`config.mk`:
```
export PLATFORM = sky130hd
export DESIGN_NAME = muxed_bus_port
export DESIGN_NICKNAME = d
export VERILOG_FILES = /design/src/rtl/muxed_port_pkg.sv /design/src/rtl/muxed_bus_port.sv /design/src/rtl/rate_divider.sv
export SDC_FILE = /design/constraint.sdc
export NUM_CORES = 1
export LEC_CHECK = 0
export ABC_CLOCK_PERIOD_IN_PS = 3600
export BUFFER_PORTS_ARGS = -buffer_cell sky130_fd_sc_hd__buf_4
export CAP_MARGIN = 5
export CORE_ASPECT_RATIO = 0.8
export CORE_MARGIN = 1.5
export CORE_UTILIZATION = 35
export CTS_CLUSTER_DIAMETER = 200
export DETAILED_ROUTE_END_ITERATION = 10
export MAX_ROUTING_LAYER = met4
export PLACE_DENSITY_LB_ADDON = 0.12
export SETUP_SLACK_MARGIN = 0.15
export SLEW_MARGIN = 20
export SYNTH_ARGS = -nofsm -noshare
export SYNTH_HDL_FRONTEND = slang
export SYNTH_SLANG_ARGS = --single-unit
```
`constraint.sdc`:
```
create_clock -name mclk -period 3.6 [get_ports mclk]
set_input_delay 0.9 -clock mclk [delete_from_list [all_inputs] [get_ports mclk]]
set_output_delay 0.9 -clock mclk [all_outputs]
set_load 0.1 [all_outputs]
```
`src/rtl/muxed_port_pkg.sv`:
```
// shared constants and carrier types for the multiplexed bus port
`default_nettype none
package muxed_port_pkg;
	localparam int          CLK_HZ         = 20_000_000;
	localparam int          POWERUP_MS     = 200;
	localparam int          POWERUP_CYCLES = CLK_HZ / 1000 * POWERUP_MS;
	// divider base rate: 32768 Hz reference, one tick per CLK_HZ/REF_HZ cycles
	localparam int          REF_HZ         = 32768;
	localparam int          PRESCALE       = CLK_HZ / REF_HZ;
	localparam int          DIV_STAGES     = 15;
	localparam int          TAP_COUNT      = 13;
	localparam int          MEM_BYTES      = 128;
	localparam int          CLOCK_REGS     = 14;
	localparam int          RAM_BYTES      = 114;
	localparam int          ADDR_W         = 7;
	localparam int          DATA_W         = 8;
	localparam logic [3:0]  RATE_NONE      = 4'h0;
	localparam logic [6:0]  ADDR_RESET     = 7'h00;
	localparam logic [14:0] DIV_RESET      = 15'h0000;

	typedef struct packed {
		logic       addrStb;
		logic       dataStb;
		logic       rdWr;
		logic       chipSel_n;
		logic [7:0] muxedIn;
	} bus_pins_t;

	typedef struct packed {
		logic       valid;
		logic       bank;
		logic [6:0] addr;
	} addr_latch_t;
endpackage
`default_nettype wire

```
`src/rtl/muxed_bus_port.sv`:
```
// multiplexed address/data port with power-up gating and square wave output
`default_nettype none
module muxed_bus_port #(
	parameter int POWERUP_CYCLES = muxed_port_pkg::POWERUP_CYCLES,
	parameter int MEM_BYTES      = muxed_port_pkg::MEM_BYTES
) (
	input  wire logic                      mclk,
	input  wire logic                      rst_n,
	input  wire logic                      clkEn,
	input  wire logic                      supplyValid,
	input  wire logic                      oscRunning,
	input  wire logic                      chainReset,
	input  wire logic                      busStyleSelect,
	input  wire logic                      addressLatchStrobe,
	input  wire logic                      dataStrobe,
	input  wire logic                      readWrite,
	input  wire logic                      chipSel_n,
	input  wire logic [7:0]                muxedLineBusIn,
	input  wire logic [3:0]                rateSelect,
	input  wire logic                      squareWaveEnable,
	output logic [7:0]                     muxedLineBusOut,
	output logic                           muxedLineBusOe_n,
	output logic                           squareWaveOut,
	output logic                           squareWaveOe_n,
	output logic                           periodicTick,
	output logic                           accessReady
);
	muxed_port_pkg::bus_pins_t   pinsS1_ff;
	muxed_port_pkg::bus_pins_t   pinsS2_ff;
	muxed_port_pkg::bus_pins_t   pinsPrev_ff;
	muxed_port_pkg::addr_latch_t latch_ff;
	logic [31:0]                 upCnt_ff;
	logic                        accessReady_ff;
	logic [7:0]                  mem_ff [MEM_BYTES];
	logic                        strobeStyle;
	logic                        asFall;
	logic                        asRise;
	logic                        readActive;
	logic                        writeEvent;
	logic                        selected;
	logic                        tapLevel;
	logic                        tick;

	// first stage feeds only the second
	always_ff @(posedge mclk or negedge rst_n) begin
		if (!rst_n) begin
			pinsS1_ff   <= '0;
			pinsS2_ff   <= '0;
			pinsPrev_ff <= '0;
		end else if (clkEn) begin
			pinsS1_ff   <= '{addressLatchStrobe, dataStrobe, readWrite, chipSel_n, muxedLineBusIn};
			pinsS2_ff   <= pinsS1_ff;
			pinsPrev_ff <= pinsS2_ff;
		end
	end

	// open pin is pulled down outside, so low means separate strobes
	assign strobeStyle = busStyleSelect;
	assign asFall      = pinsPrev_ff.addrStb & ~pinsS2_ff.addrStb;
	assign asRise      = ~pinsPrev_ff.addrStb & pinsS2_ff.addrStb;
	// low supply forces chip select inactive
	assign selected    = accessReady_ff & ~pinsS2_ff.chipSel_n;

	// power-up hold-off; restarts whenever supply drops or oscillator stalls
	always_ff @(posedge mclk or negedge rst_n) begin
		if (!rst_n) begin
			upCnt_ff       <= 32'h00000000;
			accessReady_ff <= 1'b0;
		end else if (clkEn) begin
			if (!supplyValid || !oscRunning || chainReset) begin
				upCnt_ff       <= 32'h00000000;
				accessReady_ff <= 1'b0;
			end else if (upCnt_ff >= 32'(POWERUP_CYCLES - 1)) begin
				accessReady_ff <= 1'b1;
			end else begin
				upCnt_ff <= upCnt_ff + 32'h00000001;
			end
		end
	end

	// address latch: rising strobe clears regardless of select
	always_ff @(posedge mclk or negedge rst_n) begin
		if (!rst_n) begin
			latch_ff <= '{1'b0, 1'b0, muxed_port_pkg::ADDR_RESET};
		end else if (clkEn) begin
			if (!supplyValid) begin
				latch_ff.valid <= 1'b0;
			end else if (asRise) begin
				latch_ff.valid <= 1'b0;
			end else if (asFall) begin
				latch_ff.valid <= 1'b1;
				latch_ff.addr  <= pinsPrev_ff.muxedIn[6:0];
				latch_ff.bank  <= pinsPrev_ff.muxedIn[6];
			end
		end
	end

	// strobe style: read while strobe high with r/w high; separate: read strobe low
	always_comb begin
		if (strobeStyle) begin
			readActive = pinsS2_ff.dataStb & pinsS2_ff.rdWr;
			writeEvent = pinsPrev_ff.dataStb & ~pinsS2_ff.dataStb & ~pinsPrev_ff.rdWr;
		end else begin
			readActive = ~pinsS2_ff.dataStb;
			writeEvent = ~pinsPrev_ff.rdWr & pinsS2_ff.rdWr;
		end
	end

	// all 128 locations are plain storage here; clock registers live elsewhere
	always_ff @(posedge mclk) begin
		if (clkEn && writeEvent && selected && latch_ff.valid) begin
			mem_ff[latch_ff.addr] <= pinsPrev_ff.muxedIn;
		end
	end

	// data drive window; released when strobe ends
	always_ff @(posedge mclk or negedge rst_n) begin
		if (!rst_n) begin
			muxedLineBusOut  <= 8'h00;
			muxedLineBusOe_n <= 1'b1;
		end else if (clkEn) begin
			if (readActive && selected && latch_ff.valid && supplyValid) begin
				muxedLineBusOut  <= mem_ff[latch_ff.addr];
				muxedLineBusOe_n <= 1'b0;
			end else begin
				muxedLineBusOut  <= 8'h00;
				muxedLineBusOe_n <= 1'b1;
			end
		end
	end

	rate_divider u_div (
		.mclk         (mclk),
		.rst_n        (rst_n),
		.clkEn        (clkEn),
		.chainReset   (chainReset),
		.rateSelect   (rateSelect),
		.tapLevel     (tapLevel),
		.periodicTick (tick)
	);

	always_ff @(posedge mclk or negedge rst_n) begin
		if (!rst_n) begin
			squareWaveOut  <= 1'b0;
			squareWaveOe_n <= 1'b1;
			periodicTick   <= 1'b0;
			accessReady    <= 1'b0;
		end else if (clkEn) begin
			squareWaveOut  <= tapLevel & squareWaveEnable & supplyValid;
			squareWaveOe_n <= ~supplyValid;
			periodicTick   <= tick;
			accessReady    <= accessReady_ff;
		end
	end

	bus_float_a: assert property (@(posedge mclk) disable iff (!rst_n)
		clkEn && !supplyValid |=> muxedLineBusOe_n && squareWaveOe_n)
		else $error("outputs driven while supply low");

	powerup_wait_a: assert property (@(posedge mclk) disable iff (!rst_n)
		$rose(accessReady_ff) |-> $past(upCnt_ff) >= 32'(POWERUP_CYCLES - 1))
		else $error("access enabled before hold-off elapsed");

	sqw_gate_a: assert property (@(posedge mclk) disable iff (!rst_n)
		clkEn && !squareWaveEnable |=> !squareWaveOut)
		else $error("square wave not gated off");

	addr_clear_a: assert property (@(posedge mclk) disable iff (!rst_n)
		clkEn && asRise |=> !latch_ff.valid)
		else $error("address not cleared on strobe rise");

	addr_capture_a: assert property (@(posedge mclk) disable iff (!rst_n)
		clkEn && supplyValid && asFall |=> latch_ff.valid && latch_ff.addr == $past(pinsPrev_ff.muxedIn[6:0]))
		else $error("address not captured on strobe fall");

	read_drive_a: assert property (@(posedge mclk) disable iff (!rst_n)
		!muxedLineBusOe_n |-> $past(readActive) && $past(selected))
		else $error("bus driven outside a read");

	no_sel_a: assert property (@(posedge mclk) disable iff (!rst_n)
		clkEn && pinsS2_ff.chipSel_n |=> muxedLineBusOe_n)
		else $error("drive without chip select");

	read_end_a: assert property (@(posedge mclk) disable iff (!rst_n)
		clkEn && strobeStyle && !pinsS2_ff.dataStb |=> muxedLineBusOe_n)
		else $error("bus not released after strobe");
endmodule
`default_nettype wire

```
`src/rtl/rate_divider.sv`:
```
// divider chain and rate tap selection for square wave and periodic tick
`default_nettype none
module rate_divider #(
	parameter int PRESCALE = muxed_port_pkg::PRESCALE
) (
	input  wire logic       mclk,
	input  wire logic       rst_n,
	input  wire logic       clkEn,
	input  wire logic       chainReset,
	input  wire logic [3:0] rateSelect,
	output logic            tapLevel,
	output logic            periodicTick
);
	logic [15:0]                              preCnt_ff;
	logic [muxed_port_pkg::DIV_STAGES-1:0]    chain_ff;
	logic                                     tapLevel_ff;
	logic                                     nxt_tap;
	logic [muxed_port_pkg::TAP_COUNT-1:0]     taps;
	logic                                     refTick;

	assign refTick = (preCnt_ff == 16'(PRESCALE - 1));

	// chain keeps running regardless of supply or bus state
	always_ff @(posedge mclk or negedge rst_n) begin
		if (!rst_n) begin
			preCnt_ff <= 16'h0000;
			chain_ff  <= muxed_port_pkg::DIV_RESET;
		end else if (clkEn) begin
			if (chainReset) begin
				preCnt_ff <= 16'h0000;
				chain_ff  <= muxed_port_pkg::DIV_RESET;
			end else if (refTick) begin
				preCnt_ff <= 16'h0000;
				chain_ff  <= chain_ff + 15'h0001;
			end else begin
				preCnt_ff <= preCnt_ff + 16'h0001;
			end
		end
	end

	// tap i toggles at 8192 Hz >> i; chain bit 1 is 8192 Hz
	genvar i;
	generate
		for (i = 0; i < muxed_port_pkg::TAP_COUNT; i++) begin : g_tap
			assign taps[i] = chain_ff[i + 1];
		end
	endgenerate

	always_comb begin
		case (rateSelect)
			4'h0:    nxt_tap = 1'b0;
			4'h1:    nxt_tap = taps[5];
			4'h2:    nxt_tap = taps[6];
			4'h8:    nxt_tap = taps[5];
			4'h9:    nxt_tap = taps[6];
			default: nxt_tap = taps[rateSelect - 4'h3];
		endcase
	end

	always_ff @(posedge mclk or negedge rst_n) begin
		if (!rst_n) begin
			tapLevel_ff  <= 1'b0;
			periodicTick <= 1'b0;
		end else if (clkEn) begin
			tapLevel_ff  <= nxt_tap;
			periodicTick <= nxt_tap & ~tapLevel_ff & (rateSelect != muxed_port_pkg::RATE_NONE);
		end
	end

	assign tapLevel = tapLevel_ff;
endmodule
`default_nettype wire
```
==> impl_metrics.tcl, run 1 <==
set metrics [dict create \
    grt_pass1_wl_um 224000 \
    routed_wl_um 159000 \
    syn_nets 2974 \
    cts_hold_buf 0 \
    synth_top_family_by_area "compound AO/OA/AOI/OAI gates" \
    drive_gt1_share_pct 21.5 \
    place_area_sq_mm 0.0501 \
    tightestPinTransition_ps 1110 \
    finalNetCount 3257 \
    initial_utilization_pct 35.3 \
    die-area_sq_mm 0.133 \
    n_antenna_cell 0 \
    fin_crit_sh_pct 93.6 \
    tritoncts "built" \
    crit_start "latch_ff[1]" \
    hold_class "input pin to asynchronous set/reset pin" \
    track_usage_pct 24.3 \
    synth_warnings 0 \
    cap_violations 0 \
    p_int_mw 26.9 \
    busiest_layer "met1" \
    cts_buffers 114 \
    start_kind "flop" \
    vias 29251 \
    clk_latency_ps 750 \
    clk_pin_slew_ps 70 \
    netSwitchingPower_mw 16.2 \
    firstDrtPassIters 6 \
    final_area_sq_mm 0.0540 \
    drt-vias-per-instance 5.78 \
    pwr-share-seq_pct 36.5 \
    max_clock_freq_ghz 0.297 \
    avgSynthCellArea_sq_um 15.6 \
    clkPwrFrac_pct 28.4 \
    grt_max_degree 130 \
    cts.sink_count 1145 \
    hold_viol 0 \
    worstRegToRegCells 7 \
    grt-ovfl-total 0 \
    antenna_found_initial 3 \
    area_growth_pct 18.0 \
    crit_slowest_cell "o22ai_1" \
    finalSetupViolCount 0 \
    totalPowerFinal_mw 43.1 \
    vdd_ir_drop_max_uv 620 \
    slew_headroom_pct 26.2 \
    status "complete, no violations" \
    synth-seq-cells 1145 \
    synth_cell_type_count 84 \
    place_hpwl_um 101000 \
    setup_tns_ps 0 \
    end_kind "flop" \
    grtUsageMet2_pct 32.7 \
    max_stage_delay_ps 720 \
    drtIter0Drc 4136 \
    swShare_pct 37.5 \
    synth_compound_area_share_pct 10.9 \
    coreArea_sq_mm 0.130 \
    drc 0 \
    grt_setup_unrepaired "false" \
    required_ps 4280 \
    synthAdderAreaFrac_pct 0.219 \
    final_max_slew_viol_count 0 \
    cts_buffer_depth 3 \
    n_fill_cell 11842 \
    synth_edf_count 1024 \
    netlist_area_sq_mm 0.0458 \
    synth_mux_area_share_pct 5.85 \
    ios 37 \
    cts-root-buf "clkbuf_16" \
    synthArstFlopShare_pct 10.6 \
    path_cells "nor2b_4 -> buf_4 -> a221oi_1 -> o22ai_1 -> nand2_1 -> a31oi_1 -> a221o_1" \
    grtUsageMet3_pct 5.70 \
    die_h_um 326 \
    ys_seq_area_share_pct 73.8 \
    synth_simple_gate_area_share_pct 6.07 \
    io_buffers 36 \
    rr_endpoint "muxedLineBusOut[3]" \
    ys.flop_type "edfxtp_1" \
    row_count 118 \
    rrSetupSlack_ps 230 \
    worstReg2RegStart "latch_ff[1]" \
    synth-xor-area-share_pct 0.708 \
    grt_use_met1_pct 36.9 \
    worst-path-max-fanout 19 \
    ant_nets 0 \
    gp_congestion 0.909 \
    critical_path_class "flop to flop" \
    postSynthCellCount 2942 \
    p_per_area_mw_per_mm2 798 \
    h-tree-depth 3 \
    wl_per_cell_um 31.3 \
    leakagePower_nw 18.1 \
    fin_crit_ps 3370 \
    combPwrFrac_pct 35.0 \
    critPathArrivalTime_ps 4050 \
    grt_pass1_vias 28307 \
    fin_skew_ps 35.6 \
    dieWidth_um 407 \
]
## critical path: cells and delay by family, from the launching register on
kind	cells	cell delay, ps
buffers and inverters	1	420
AND/OR/NAND/NOR	2	730
AO/OA/AOI/OAI	4	1430
flip-flops	1	680
## timing repair
action                     in CTS  in global routing
setup endpoints to repair       1                  3
hold endpoints to repair        0                  0
buffers inserted                0                  3
pin swaps                       0                  0
gates resized for setup         1                  1
## layout make-up
cell class	instances	area, sq um	area share, %
Sequential cell	1145	33800	62.6
Multi-Input combinational cell	1581	10900	20.2
Clock buffer	157	3280	6.07
Timing Repair Buffer	365	3170	5.87
Tap cell	1740	2180	4.03
Clock inverter	58	558	1.03
Inverter	18	70.1	0.130
## cell usage after synthesis, types with 6 or more instances
cell type	number	area (sq um)
o211ai_1	10	75.1
nor2b_1	21	131
or3_1	6	37.5
a222oi_1	10	100
mux2i_1	88	881
o22ai_1	32	200
dfrtp_1	119	2980
nor4_1	8	50.1
o21ai_0	108	541
o31ai_1	12	90.1
buf_1	19	71.3
ha_1	8	100
mux4_2	28	631
and3_1	13	81.3
a21oi_1	142	711
buf_6	18	203
xnor2_1	21	184
o22a_1	10	87.6
nor2_1	244	916
a31oi_1	10	62.6
o221ai_1	8	70.1
a221oi_1	154	1350
nand3_1	35	175
nor3_1	35	175
mux2_2	102	1150
buf_4	17	128
a2111oi_0	6	52.6
inv_1	15	56.3
and2_1	19	119
edfxtp_1	1024	30700
nand2_1	184	691
a22oi_1	90	676
xor2_1	16	140
a22o_1	23	201
buf_2	72	360
a221o_1	20	200
a211oi_1	11	82.6
nand4_1	11	68.8
nand3b_1	8	60.1
clkbuf_1	71	267
o32ai_1	6	52.6
## power by group through the flow
| stage | combinational [mW] | clock, mW | sequential (mW) |
|---|---|---|---|
| floorplan | 7.27 | 0 | 15.9 |
| global placement | 14.6 | 0 | 16.0 |
| detailed placement | 14.6 | 0 | 16.0 |
| CTS | 14.7 | 12.5 | 15.7 |
| global route | 15.5 | 13.0 | 15.8 |
| finish | 15.1 | 12.3 | 15.8 |
## worst max-delay path by stage
stage,endpoint,cells after the start
floorplan,mem_ff[52][0],5
global placement,muxedLineBusOut[2],9
detailed placement,muxedLineBusOut[2],9
CTS,muxedLineBusOut[4],9
global route,muxedLineBusOut[4],9
finish,muxedLineBusOut[3],7
## cell families after synthesis
logic type,count (synthesis)
compound gates,699
xor+xnor,37
fa+ha+maj,8
buf+inv,216
flops,1145
mux,219
simple gates,618
## layer usage
metal / part of all wire (%) / vias up
li1: - / 12248
met1: 47 / 15357
met2: 41 / 1443
met3: 9.9 / 203
met4: 2.1 / 0
met5: 0 / -
## registers in the layout, summed over array words and instances (netlist names)
name	cells
u_div.periodicTick	1
pinsS2_ff	12
muxedLineBusOe_n	1
accessReady_ff	1
mem_ff	1024
accessReady	1
squareWaveOe_n	1
latch_ff	8
u_div.chain_ff	14
muxedLineBusOut	8
upCnt_ff	32
u_div.preCnt_ff	16
pinsPrev_ff	11
u_div.tapLevel	1
pinsS1_ff	12
squareWaveOut	1
periodicTick	1
## through the flow
step / setup slack, ps / utilization [%] / cells / hold WS (ps)
floorplan: 657 / - / 2942 / 444
global placement: 29.8 / 38.7 / 4846 / 460
detailed placement: 179 / 38.7 / 4846 / 466
CTS: 228 / 41.6 / 5061 / 188
global route: 198 / 41.7 / 5064 / 225
finish: 229 / 41.7 / 5064 / 201
## layout by cell type, fill, tap and decap left out, drive strengths merged, types with 23 or more instances in the layout
cell and n:
buf 365, o22ai 32, dfrtp 119, nand2 186, mux4 28, clkinv 41
a221oi 157, nor3 36, a21oi 142, nor2 248, o21ai 109, nand3 35
a22oi 90, mux2i 88, a22o 23, clkbuf 157, nor2b 23, mux2 103
edfxtp 1024
Power figures use the tool's default switching activity.
==> inputs of run 2 (changes only) <==
--- a/config.mk
+++ b/config.mk
@@ -9,12 +9,13 @@
 export BUFFER_PORTS_ARGS = -buffer_cell sky130_fd_sc_hd__buf_4
 export CAP_MARGIN = 5
 export CORE_ASPECT_RATIO = 0.8
-export CORE_MARGIN = 1.5
+export CORE_MARGIN = 5
 export CORE_UTILIZATION = 35
 export CTS_CLUSTER_DIAMETER = 200
 export DETAILED_ROUTE_END_ITERATION = 10
 export MAX_ROUTING_LAYER = met4
 export PLACE_DENSITY_LB_ADDON = 0.12
+export REMOVE_ABC_BUFFERS = 1
 export SETUP_SLACK_MARGIN = 0.15
 export SLEW_MARGIN = 20
 export SYNTH_ARGS = -nofsm -noshare
==> impl_metrics.tcl, run 2 (same netlist as run 1, synthesis figures left out) <==
set metrics [dict create \
    hold_viol 0 \
    ios 37 \
    place_hpwl_um 99500 \
    combPwrFrac_pct 33.4 \
    critical_path_class "flop to flop" \
    final_cell_mix "edfxtp_1 (1024), buf_4 (322), nor2_1 (242), nand2_1 (184), a221oi_1 (153)" \
    vias 29098 \
    crit_slowest_cell "dfrtp_4" \
    die_h_um 333 \
    drtIter0Drc 3597 \
    layoutNonFillerInstCount 5067 \
    grt_setup_unrepaired "false" \
    grt_pass1_vias 28573 \
    wl_per_cell_um 30.8 \
    fin_skew_ps 28.2 \
    place_area_sq_mm 0.0501 \
    fin_crit_sh_pct 94.0 \
    swShare_pct 36.4 \
    clk_latency_ps 740 \
    firstDrtPassIters 5 \
    max_stage_delay_ps 590 \
    largest_register_ffs 1024 \
    grt-ovfl-total 0 \
    hold_class "input pin to asynchronous set/reset pin" \
    tritoncts "built" \
    cts_buffers 115 \
    drive_gt1_share_pct 21.7 \
    dp_cells 4841 \
    grt_max_degree 83 \
    initial_utilization_pct 35.3 \
    worst_path_most_repeated_cell "buf_12" \
    track_usage_pct 22.8 \
    totalPowerFinal_mw 42.9 \
    final_max_slew_viol_count 0 \
    required_ps 4280 \
    cts.sink_count 1145 \
    io_buffers 36 \
    tightestPinTransition_ps 1110 \
    worst-path-max-fanout 14 \
    post_cts_buffers 0 \
    end_kind "flop" \
    cts-root-buf "clkbuf_16" \
    vdd_ir_drop_max_uv 709 \
    rrSetupSlack_ps 220 \
    netSwitchingPower_mw 15.6 \
    cts_buffer_depth 3 \
    slew_headroom_pct 26.0 \
    layout_commonest_cell "edfxtp_1" \
    start_kind "flop" \
    path_cells "nor2b_4 -> buf_12 -> buf_12 -> a22oi_1 -> o22ai_1 -> a211oi_1 -> a221oi_2 -> buf_4 -> a211o_1" \
    p_int_mw 27.3 \
    fin_crit_ps 3380 \
    crit_buf_inv 3 \
    pwr-share-seq_pct 37.0 \
    grt_pass1_wl_um 221000 \
    finalSetupViolCount 0 \
    drc 0 \
    max_clock_freq_ghz 0.296 \
    critPathArrivalTime_ps 4060 \
    leakagePower_nw 18.1 \
    status "complete, no violations" \
    rr_endpoint "muxedLineBusOut[1]" \
    gp_congestion 0.915 \
    clk_pin_slew_ps 70 \
    crit_family "compound AO/OA/AOI/OAI gates" \
    antenna_found_initial 6 \
    h-tree-depth 3 \
    coreArea_sq_mm 0.130 \
    hold_ws_ps 181 \
    clkPwrFrac_pct 29.6 \
    cap_violations 0 \
    final_area_sq_mm 0.0541 \
    area_growth_pct 18.2 \
    largest_register "mem_ff" \
    ant_nets 0 \
    worstReg2RegStart "latch_ff[1]" \
    finalNetCount 3250 \
    reg_top3 "mem_ff (1024), upCnt_ff (32), u_div.preCnt_ff (16)" \
    row_count 118 \
    routed_wl_um 156000 \
    drt-vias-per-instance 5.74 \
    worstRegToRegCells 9 \
    die-area_sq_mm 0.138 \
    p_per_area_mw_per_mm2 793 \
    dieWidth_um 414 \
]
-- run 2: through the flow --
stage          utilization, %  TNS [ps]  setup slack (ps)
3_5_place_dp             38.6         0              84.0
4_1_cts                  41.7         0               178
3_3_place_gp             38.6         0               177
2_1_floorplan               -  -4196560             -6130
6_report                 41.7         0               217
5_1_grt                  41.7         0               204
-- run 2: worst max-delay path by stage --
stage | from | end | slack (ps) | cells after the start
final | latch_ff[1] | muxedLineBusOut[1] | 220 | 9
after global routing | latch_ff[0] | muxedLineBusOut[6] | 200 | 10
after CTS | latch_ff[0] | muxedLineBusOut[1] | 180 | 10
after detailed placement | latch_ff[0] | muxedLineBusOut[4] | 80 | 10
after global placement | latch_ff[2] | muxedLineBusOut[1] | 180 | 8
after floorplan | latch_ff[1] | muxedLineBusOut[6] | -6130 | 7
-- run 2: metal layers --
metal  global-route usage [%]  vias to the layer above  wire length [um]
li1                         -                    12249                 -
met1                     33.1                    15236             71300
met2                     32.7                     1399             67900
met3                     4.95                      214             13500
met4                     5.17                        0              3580
met5                        -                        -                 0
-- run 2: worst register-to-register path, delay by kind of cell, from the launching register on --
kind / cells / cell delay, ps
AOI/OAI and AO/OA: 5 / 1560
DFF: 1 / 590
and+or+nand+nor: 1 / 590
buffers and inverters: 3 / 600
-- run 2: power groups by stage --
stage	clock, mW	combinational (mW)	sequential (mW)
final	12.7	14.3	15.9
after global routing	13.5	14.8	15.9
after CTS	13.0	14.1	15.9
after detailed placement	0	14.1	16.2
after global placement	0	14.1	16.1
after floorplan	0	5.68	16.7
-- run 2: timing repair --
| item | 4_1_cts | 5_1_grt |
|---|---|---|
| pin swaps | 0 | 0 |
| endpoints found under the setup margin | 1 | 4 |
| cloned | 0 | 0 |
| hold buffers | 0 | 0 |
| gates resized for setup | 1 | 4 |
-- run 2: cell type report --
| cell class | instances | area, sq um |
|---|---|---|
| fill | 11850 | 75500 |
| tap | 1740 | 2180 |
| inverter | 18 | 70.1 |
| clock buffer | 155 | 3230 |
| sequential | 1145 | 33800 |
| timing repair buffer | 357 | 3100 |
| clock inverter | 62 | 761 |
| antenna | 9 | 22.5 |
| multi-input combinational | 1581 | 10900 |
